===== src/design/pas_cfg.svh =====
// constants for the pwm auto-shutdown block: offsets, field positions, reset values
`ifndef PAS_CFG_SVH
`define PAS_CFG_SVH

// register byte offsets on apb
`define PAS_OFF_CCP_CTRL   8'h00
`define PAS_OFF_DUTY_HIGH  8'h04
`define PAS_OFF_ASD_CTRL   8'h08
`define PAS_OFF_TIMEBASE   8'h0c
`define PAS_OFF_IRQ_STAT   8'h10
`define PAS_OFF_IRQ_MASK   8'h14
`define PAS_OFF_LIVE_STAT  8'h18

// ccp control fields
`define PAS_CCP_CFG_HI     7
`define PAS_CCP_CFG_LO     6
`define PAS_CCP_DLO_HI     5
`define PAS_CCP_DLO_LO     4
`define PAS_CCP_POL_AC     1
`define PAS_CCP_POL_BD     0

// auto-shutdown control fields
`define PAS_ASD_FLAG       7
`define PAS_ASD_SRC_HI     6
`define PAS_ASD_SRC_LO     4
`define PAS_ASD_AC_HI      3
`define PAS_ASD_AC_LO      2
`define PAS_ASD_BD_HI      1
`define PAS_ASD_BD_LO      0

// timebase fields: period [7:0], steering [11:8], dead band [15:12]
`define PAS_TB_STEER_LO    8
`define PAS_TB_DB_LO       12

// interrupt status bits
`define PAS_IRQ_SHUT       0
`define PAS_IRQ_PERIOD     1

// reset values
`define PAS_RST_BYTE       8'h00
`define PAS_RST_TB         16'h0000
`define PAS_RST_IRQ        2'h0

`endif


===== src/design/pas_pkg.sv =====
// types for the pwm auto-shutdown block
package pas_pkg;

  // shutdown sequencer, one-hot
  typedef enum logic [2:0] {
    PAS_RUN  = 3'b001,  // outputs modulate
    PAS_SHUT = 3'b010,  // flag set, outputs forced
    PAS_WAIT = 3'b100   // flag cleared, holding until next period
  } pas_state_t;

  // output configuration codes
  typedef enum logic [1:0] {
    PAS_CFG_SINGLE = 2'b00,
    PAS_CFG_FWD    = 2'b01,
    PAS_CFG_HALF   = 2'b10,
    PAS_CFG_REV    = 2'b11
  } pas_cfg_t;

  // pair shutdown state codes
  typedef enum logic [1:0] {
    PAS_SS_LOW  = 2'b00,
    PAS_SS_HIGH = 2'b01,
    PAS_SS_TRI  = 2'b10,
    PAS_SS_RSV  = 2'b11
  } pas_ss_t;

endpackage


===== src/design/pas_top.sv =====
// pwm output stage with auto-shutdown, apb register slave and interrupt
//
// Added by the designer: the APB register port and the register addresses.
`timescale 1ns/10ps
`default_nettype none
`include "pas_cfg.svh"

module pas_top
  import pas_pkg::*;
(
  input  wire logic        pclk,                  // system clock, 25 mhz
  input  wire logic        presetn,               // async reset, active low
  input  wire logic        psel,                  // apb select
  input  wire logic        penable,               // apb access phase
  input  wire logic        pwrite,                // apb direction
  input  wire logic [7:0]  paddr,                 // apb byte address
  input  wire logic [31:0] pwdata,                // apb write data
  output logic      [31:0] prdata,                // apb read data
  output logic             pready,                // apb ready
  output logic             pslverr,               // apb error, unmapped
  input  wire logic        ext_irq_zero_pin,      // shutdown pin, active low
  input  wire logic        comparator_one_output, // comparator one level
  input  wire logic        comparator_two_output, // comparator two level
  output logic             pwm_out_a,             // pwm pin a
  output logic             pwm_out_b,             // pwm pin b
  output logic             pwm_out_c,             // pwm pin c
  output logic             pwm_out_d,             // pwm pin d
  output logic             pwm_oe_n_a,            // pin a enable, low drives
  output logic             pwm_oe_n_b,            // pin b enable, low drives
  output logic             pwm_oe_n_c,            // pin c enable, low drives
  output logic             pwm_oe_n_d,            // pin d enable, low drives
  output logic             irq                    // level interrupt
);

  ////////////////////////////////////////////////////////////////////////////////
  // declarations

  logic [7:0]  ccp_r,  ccp_nxt;        // config, duty low bits, mode
  logic [7:0]  dhi_r,  dhi_nxt;        // duty high byte
  logic [7:0]  asd_r,  asd_nxt;        // auto-shutdown control
  logic [15:0] tb_r,   tb_nxt;         // period, steering, dead band
  logic [1:0]  ist_r,  ist_nxt;        // sticky interrupt status
  logic [1:0]  imsk_r, imsk_nxt;       // interrupt mask
  logic        irq_r,  irq_nxt;        // registered interrupt
  logic        rdy_r,  rdy_nxt;        // apb ready
  logic        err_r,  err_nxt;        // apb error
  logic [31:0] rd_r,   rd_nxt;         // apb read data
  pas_state_t  st_r,   st_nxt;         // shutdown sequencer
  logic [9:0]  cnt_r,  cnt_nxt;        // ten-bit time base
  logic        mod_d_r, mod_d_nxt;     // previous modulation level
  logic [3:0]  db_cnt_r, db_cnt_nxt;   // dead-band delay counter
  logic [3:0]  pwm_r,  pwm_nxt;        // registered drive {d,c,b,a}

  logic        acc_go;                 // access phase, first cycle
  logic        wr_done;                // write completes this edge
  logic        rd_done;                // read completes this edge
  logic        hit;                    // address is mapped
  logic        pwm_en;                 // pwm mode selected
  logic        ev;                     // live shutdown event
  logic        force_sd;               // outputs forced to safe state
  logic        period_end;             // last count of the period
  logic [9:0]  duty;                   // ten-bit duty value
  logic        mod;                    // raw modulation level
  logic        db_ok;                  // dead band elapsed
  logic [3:0]  act;                    // active levels before polarity
  logic [3:0]  pol;                    // per-pin active-low select
  logic [2:0]  src;                    // shutdown source select
  logic [1:0]  ss_ac;                  // a/c shutdown state
  logic [1:0]  ss_bd;                  // b/d shutdown state

  ////////////////////////////////////////////////////////////////////////////////
  // apb decode

  // one wait state keeps prdata and pready both registered
  always_comb begin
    acc_go  = psel && penable && !rdy_r;
    wr_done = psel && penable && rdy_r && pwrite && !err_r;
    rd_done = psel && penable && rdy_r && !pwrite;
    unique case (paddr)
      `PAS_OFF_CCP_CTRL, `PAS_OFF_DUTY_HIGH, `PAS_OFF_ASD_CTRL, `PAS_OFF_TIMEBASE,
      `PAS_OFF_IRQ_STAT, `PAS_OFF_IRQ_MASK, `PAS_OFF_LIVE_STAT: hit = 1'b1;
      default: hit = 1'b0;                      // unmapped answers with error
    endcase
  end

  // field views
  always_comb begin
    pwm_en = (ccp_r[3:2] == 2'b11);
    src    = asd_r[`PAS_ASD_SRC_HI:`PAS_ASD_SRC_LO];
    ss_ac  = asd_r[`PAS_ASD_AC_HI:`PAS_ASD_AC_LO];
    ss_bd  = asd_r[`PAS_ASD_BD_HI:`PAS_ASD_BD_LO];
    duty   = {dhi_r, ccp_r[`PAS_CCP_DLO_HI:`PAS_CCP_DLO_LO]};
    pol    = {ccp_r[`PAS_CCP_POL_BD], ccp_r[`PAS_CCP_POL_AC],
              ccp_r[`PAS_CCP_POL_BD], ccp_r[`PAS_CCP_POL_AC]};
  end

  ////////////////////////////////////////////////////////////////////////////////
  // shutdown source decode

  // purely combinational so the pins react without a clock edge
  always_comb begin
    ev = (src[0] && comparator_one_output)
      || (src[1] && comparator_two_output)
      || (src[2] && !ext_irq_zero_pin);
  end

  ////////////////////////////////////////////////////////////////////////////////
  // registers: next values

  always_comb begin
    ccp_nxt  = ccp_r;
    dhi_nxt  = dhi_r;
    asd_nxt  = asd_r;
    tb_nxt   = tb_r;
    imsk_nxt = imsk_r;
    ist_nxt  = ist_r;
    if (wr_done) begin
      unique case (paddr)
        `PAS_OFF_CCP_CTRL:  ccp_nxt  = pwdata[7:0];
        `PAS_OFF_DUTY_HIGH: dhi_nxt  = pwdata[7:0];
        `PAS_OFF_ASD_CTRL:  asd_nxt  = pwdata[7:0];     // firmware may clear the flag
        `PAS_OFF_TIMEBASE:  tb_nxt   = pwdata[15:0];
        `PAS_OFF_IRQ_MASK:  imsk_nxt = pwdata[1:0];
        default: ;                                      // read-only or unmapped
      endcase
    end
    // read of status clears it; a new event below still wins
    if (rd_done && paddr == `PAS_OFF_IRQ_STAT) begin
      // clear only what the read returned: a bit set during the access survives
      ist_nxt = ist_r & ~rd_r[1:0];
    end
    // event sets the flag and it wins over a clearing write
    if (ev && pwm_en) begin
      asd_nxt[`PAS_ASD_FLAG]  = 1'b1;
      ist_nxt[`PAS_IRQ_SHUT]  = 1'b1;
    end
    if (period_end) begin
      ist_nxt[`PAS_IRQ_PERIOD] = 1'b1;
    end
    irq_nxt = |(ist_nxt & imsk_nxt);
  end

  // apb answer
  always_comb begin
    rdy_nxt = acc_go;
    err_nxt = acc_go && !hit;
    rd_nxt  = 32'h0000_0000;
    if (acc_go && !pwrite) begin
      unique case (paddr)
        `PAS_OFF_CCP_CTRL:  rd_nxt[7:0]  = ccp_r;
        `PAS_OFF_DUTY_HIGH: rd_nxt[7:0]  = dhi_r;
        `PAS_OFF_ASD_CTRL:  rd_nxt[7:0]  = asd_r;
        `PAS_OFF_TIMEBASE:  rd_nxt[15:0] = tb_r;
        `PAS_OFF_IRQ_STAT:  rd_nxt[1:0]  = ist_r;
        `PAS_OFF_IRQ_MASK:  rd_nxt[1:0]  = imsk_r;
        `PAS_OFF_LIVE_STAT: rd_nxt[4:0]  = {force_sd, ev, comparator_two_output,
                                            comparator_one_output, ext_irq_zero_pin};
        default: ;                                      // unmapped reads zero
      endcase
    end
  end

  always_ff @(posedge pclk or negedge presetn) begin
    if (!presetn) begin
      ccp_r  <= `PAS_RST_BYTE;
      dhi_r  <= `PAS_RST_BYTE;
      asd_r  <= `PAS_RST_BYTE;
      tb_r   <= `PAS_RST_TB;
      ist_r  <= `PAS_RST_IRQ;
      imsk_r <= `PAS_RST_IRQ;
      irq_r  <= 1'b0;
      rdy_r  <= 1'b0;
      err_r  <= 1'b0;
      rd_r   <= 32'h0000_0000;
    end else begin
      ccp_r  <= ccp_nxt;
      dhi_r  <= dhi_nxt;
      asd_r  <= asd_nxt;
      tb_r   <= tb_nxt;
      ist_r  <= ist_nxt;
      imsk_r <= imsk_nxt;
      irq_r  <= irq_nxt;
      rdy_r  <= rdy_nxt;
      err_r  <= err_nxt;
      rd_r   <= rd_nxt;
    end
  end

  ////////////////////////////////////////////////////////////////////////////////
  // shutdown sequencer

  // holds the pins after the flag clears until the period restarts
  always_comb begin
    st_nxt = st_r;
    unique case (st_r)
      PAS_RUN:  if (asd_nxt[`PAS_ASD_FLAG]) st_nxt = PAS_SHUT;
      PAS_SHUT: if (!asd_nxt[`PAS_ASD_FLAG]) st_nxt = PAS_WAIT;
      PAS_WAIT: begin
        if (asd_nxt[`PAS_ASD_FLAG]) st_nxt = PAS_SHUT;
        else if (period_end || !pwm_en) st_nxt = PAS_RUN;
      end
      default: st_nxt = PAS_SHUT;                       // illegal code: stay safe
    endcase
    force_sd = pwm_en && (ev || st_r != PAS_RUN);
  end

  always_ff @(posedge pclk or negedge presetn) begin
    if (!presetn) st_r <= PAS_RUN;
    else          st_r <= st_nxt;
  end

  ////////////////////////////////////////////////////////////////////////////////
  // time base, duty compare, dead band

  always_comb begin
    period_end = pwm_en && (cnt_r == {tb_r[7:0], 2'b11});
    cnt_nxt    = (!pwm_en || period_end) ? 10'h000 : cnt_r + 10'h001;
    mod        = pwm_en && (cnt_r < duty);
    mod_d_nxt  = mod;
    if (mod != mod_d_r) db_cnt_nxt = 4'h0;
    else if (db_cnt_r == tb_r[15:12]) db_cnt_nxt = db_cnt_r;
    else db_cnt_nxt = db_cnt_r + 4'h1;
    // edge cycle only passes when no dead band is programmed
    db_ok = (mod == mod_d_r) ? (db_cnt_r >= tb_r[15:12]) : (tb_r[15:12] == 4'h0);
  end

  // drive pattern per configuration, bits {d,c,b,a}
  always_comb begin
    act = 4'h0;
    unique case (pas_cfg_t'(ccp_r[`PAS_CCP_CFG_HI:`PAS_CCP_CFG_LO]))
      PAS_CFG_SINGLE: act = tb_r[11:8] & {4{mod}};
      PAS_CFG_FWD:    act = {mod, 1'b0, 1'b0, 1'b1};
      PAS_CFG_HALF:   act = {2'b00, !mod && db_ok, mod && db_ok};
      PAS_CFG_REV:    act = {1'b0, 1'b1, mod, 1'b0};
    endcase
    pwm_nxt = pwm_en ? (act ^ pol) : 4'h0;
  end

  always_ff @(posedge pclk or negedge presetn) begin
    if (!presetn) begin
      cnt_r    <= 10'h000;
      mod_d_r  <= 1'b0;
      db_cnt_r <= 4'h0;
      pwm_r    <= 4'h0;
    end else begin
      cnt_r    <= cnt_nxt;
      mod_d_r  <= mod_d_nxt;
      db_cnt_r <= db_cnt_nxt;
      pwm_r    <= pwm_nxt;
    end
  end

  ////////////////////////////////////////////////////////////////////////////////
  // pin override

  // the force path bypasses the flops on purpose: a clocked path
  // would leave the bridge on for up to a cycle after a fault
  always_comb begin
    pwm_out_a  = force_sd ? (ss_ac == PAS_SS_HIGH) : pwm_r[0];
    pwm_out_c  = force_sd ? (ss_ac == PAS_SS_HIGH) : pwm_r[2];
    pwm_out_b  = force_sd ? (ss_bd == PAS_SS_HIGH) : pwm_r[1];
    pwm_out_d  = force_sd ? (ss_bd == PAS_SS_HIGH) : pwm_r[3];
    pwm_oe_n_a = force_sd && (ss_ac == PAS_SS_TRI);
    pwm_oe_n_c = force_sd && (ss_ac == PAS_SS_TRI);
    pwm_oe_n_b = force_sd && (ss_bd == PAS_SS_TRI);
    pwm_oe_n_d = force_sd && (ss_bd == PAS_SS_TRI);
    prdata     = rd_r;
    pready     = rdy_r;
    pslverr    = err_r;
    irq        = irq_r;
  end
endmodule // pas_top

`default_nettype wire


===== config.mk =====
export PLATFORM = sky130hd
export DESIGN_NAME = pas_top
export DESIGN_NICKNAME = d
export VERILOG_FILES = /design/src/design/pas_pkg.sv /design/src/design/pas_top.sv
export VERILOG_INCLUDE_DIRS = /design/src /design/src/design
export SDC_FILE = /design/constraint.sdc
export NUM_CORES = 1
export LEC_CHECK = 0
export ABC_CLOCK_PERIOD_IN_PS = 2500
export BUFFER_PORTS_ARGS = -buffer_cell sky130_fd_sc_hd__buf_2
export CORE_UTILIZATION = 55
export DETAILED_ROUTE_END_ITERATION = 12
export PLACE_DENSITY = 0.92
export SETUP_SLACK_MARGIN = 0.5
export SYNTH_ARGS = -nofsm -noshare
export SYNTH_HDL_FRONTEND = slang
export SYNTH_SLANG_ARGS = --single-unit

===== constraint.sdc =====
create_clock -name pclk -period 2.5 [get_ports pclk]
set_input_delay 0 -clock pclk [delete_from_list [all_inputs] [get_ports pclk]]
set_output_delay 0 -clock pclk [all_outputs]
set_load 0.03 [all_outputs]

==> results.ini <==
[outcome]
status = finished clean

[flow_run]
cap_viol_max_count = 0

[synth]
seq_area_frac_synth = 0.481
syn_avg_cell_area_um2 = 10.6
netlist_top_cells_area = sky130_fd_sc_hd__dfrtp_1 (47%), sky130_fd_sc_hd__mux2_2 (6.6%), sky130_fd_sc_hd__ha_1 (4.2%), sky130_fd_sc_hd__nand2_1 (3.7%), sky130_fd_sc_hd__mux2_4 (3.4%)
synth.lib_cells_used.distinct = 53
post_synth_inst_count = 418
top_cell_type_by_total_area_after_synthesis = sky130_fd_sc_hd__dfrtp_1
syn_std_cell_area_mm2 = 0.00443
synthesis.yosys.warnings = 0
synth_top_area_share = 0.475
synth_seq_cells = 85

[sta]
finalHoldViolations = 0
timing_max_transition_violations_final = 0
fin_crit_sh = 0.860
largest_clock_skew_in_the_final_design_ps = 10.4
max-slew-margin-rel = 0.297
rsz0062_at_grt = true
fin_crit_ps = 2150
clock.fmax_ghz = 0.465
total_setup_violations_reported_at_the_end_of_the_flow = 0
fin_tns_setup_ps = 0
timing_worst_slew_pin_value_ps = 1050

[clock_tree]
cts_htree_levels = 3
cts_tree = built
cts_root_buf = sky130_fd_sc_hd__clkbuf_8
cts_made_buffers = 9
clock_sinks = 85
latest_clock_arrival_within_the_worst_skew_pair_ps = 370
clkTransAtPathRegs_ps = 90
ctsLongestPathBuffers = 2

[detailed_routing]
vias_per_cell = 6.05
ant_nets = 0
detailedRoute.firstPassIterationCount = 6
finalWirelength_um = 12900
vias = 3810
avgRoutedWirePerCell_um = 20.5
first_iter_violations = 461
route.detailed.drc = 0

[power]
power_leakage_nw = 2.73
sum_of_internal_switching_and_leakage_power_w = 0.00305
ir_worst_vdd_v = 0.000283
p_per_area_mw_per_mm2 = 553

[final_layout]
layout.cells.most_common_list = sky130_fd_sc_hd__dfrtp_1 (77), sky130_fd_sc_hd__buf_2 (57), sky130_fd_sc_hd__nand2_1 (44)
drive_gt1_frac = 0.337
antennaDiodeCount = 0
multi_input_comb_area_mm2 = 0.00227
syn_to_final_growth_pct = 24.9
num-fill-cells = 470
register_area_mm2 = 0.00214
design.final.nets = 586
layout.cells.most_common = sky130_fd_sc_hd__dfrtp_1

[critical_path]
cp-end-kind = flop
cp_max_fo = 4
worstPathBufferInverterCount = 1
stage_delay_of_the_slowest_cell_on_the_critical_path_ps = 400
critical_path.cell_chain = inv_2 > ha_2 > nand4_1 > nor2_2 > a2111oi_4 > and2_4 > mux2i_2 > mux2i_1
critical_path_required_ps = 2790
worst_path_max_delay_cell = sky130_fd_sc_hd__dfrtp_1
crit-reg2reg-launch = dhi_r[4]
worst_ep_arrival_time_ps = 2440
criticalPathCategory = flop to flop
worst_setup_path_start_kind = flop
worst_setup_path_startpoint = dhi_r[4]
cp_top_family = simple AND/OR/NAND/NOR gates

[floorplanning]
area_of_the_die_mm2 = 0.00841
die_w_um = 91.7
start_util = 0.570
row_count = 32
core_mm2 = 0.00777
fp.dieH_um = 91.7
io_pins = 91

[global_routing]
grt_start_max_net_pins = 86
overall_track_demand_over_capacity_in_global_routing = 0.280
via_count_of_the_first_global_routing_pass = 3625
overflow = 0
grt_first_pass_wirelength_um = 17900
number_of_antenna_violations_at_the_first_check_in_global_routing = 0

[placed_design]
io_buffers = 58
finalWeightedCongestion = 0.980
hpwl_um = 7220

[worst_hold_path]
hold_path.startpoint = psel
worstHoldPathType = input pin to flop

cell families after synthesis:
group | count (synthesis) | synth area share
AO/OA/AOI/OAI | 59 | 0.0868
adder cells (fa/ha/maj) | 15 | 0.0424
multiplexers | 45 | 0.120
AND/OR/NAND/NOR | 142 | 0.166
flip-flops | 85 | 0.481
XOR/XNOR | 22 | 0.0435
other | 1 | 0.000847
buffers and inverters | 49 | 0.0594
synth_stat cells, drive strengths merged:
cell and instances:
nor3b 3, nor2b 4, a222oi 3, a221oi 1
and3 6, or4 1, and2 12, a2bb2o 1
xnor2 13, nand3b 3, inv 22, a21oi 11
nand2b 6, a31o 1, nor4b 1, a21boi 1
o21ai 19, o31ai 1, nor2 34, clkbuf 4
buf 23, a2111oi 2, nor4 3, nand3 12
xor2 9, dfstp 1, nand4 6, a21o 3
mux2i 9, dfrtp 84, nand2 45, o32ai 1
a22o 3, a31oi 4, or3 1, a22oi 7
a211oi 1, nor3 5, conb 1, mux2 36
ha 15
tightest hold or removal path: stages:
cell	delay, ps
sky130_fd_sc_hd__buf_2	110
sky130_fd_sc_hd__nand3b_1	180
sky130_fd_sc_hd__inv_1	60
registers in the layout, summed over array words and instances (netlist names):
name / count
pready: 1
pslverr: 1
imsk_r: 2
ccp_r: 8
tb_r: 16
ist_r: 2
irq: 1
dhi_r: 8
asd_r: 8
db_cnt_r: 4
cnt_r: 10
st_r: 3
prdata: 16
mod_d_r: 1
pwm_r: 4
path summary, 6_finish.rpt:
check                      endpoint  slack, ps  cells past startpoint
max                        pwm_r[1]        350                      8
max reg2reg                pwm_r[1]        350                      8
max in group asynchronous  cnt_r[9]       1410                      2
min reg2reg                cnt_r[0]        520                      1
min                          pready         20                      3
min in group asynchronous  ccp_r[0]        370                      2
power by group:
group          internal, W  switching [W]  total [W]
Sequential         0.00144      0.0000689    0.00151
Clock             0.000460       0.000506   0.000966
Combinational     0.000266       0.000314   0.000580
Total              0.00217       0.000889    0.00305
per-stage QoR:
stage	util	cell area (um^2)	instances	worst slack, ps	hold WS [ps]
after floorplan	-	4490	433	500	-296
after CTS	0.682	5290	616	368	3.73
after global placement	0.612	4750	569	358	234
after detailed placement	0.612	4750	569	216	234
after global routing	0.712	5530	630	262	67.9
final	0.712	5530	630	349	23.8
area by class of cell:
cell class / instances / area share
sequential: 85 / 0.387
inverter: 22 / 0.0149
timing repair buffer: 106 / 0.130
clock inverter: 6 / 0.0115
clock buffer: 10 / 0.0231
tap: 102 / 0.0231
multi-input combinational: 299 / 0.411
per-layer routing:
metal  global-route usage  wire [um]
met1                0.327       4600
met2                0.489       6320
met3               0.0556       1150
met4                0.142        852
met5                    0          0
timing repair:
item | 4_1_cts | 5_1_grt
pin swaps | 6 | 8
hold buffers | 21 | 0
hold endpoints to repair | 129 | 0
buffers inserted | 10 | 14
resized for setup | 13 | 29
endpoints found under the setup margin | 11 | 17
Note: power is estimated with default switching activity, not from simulation.
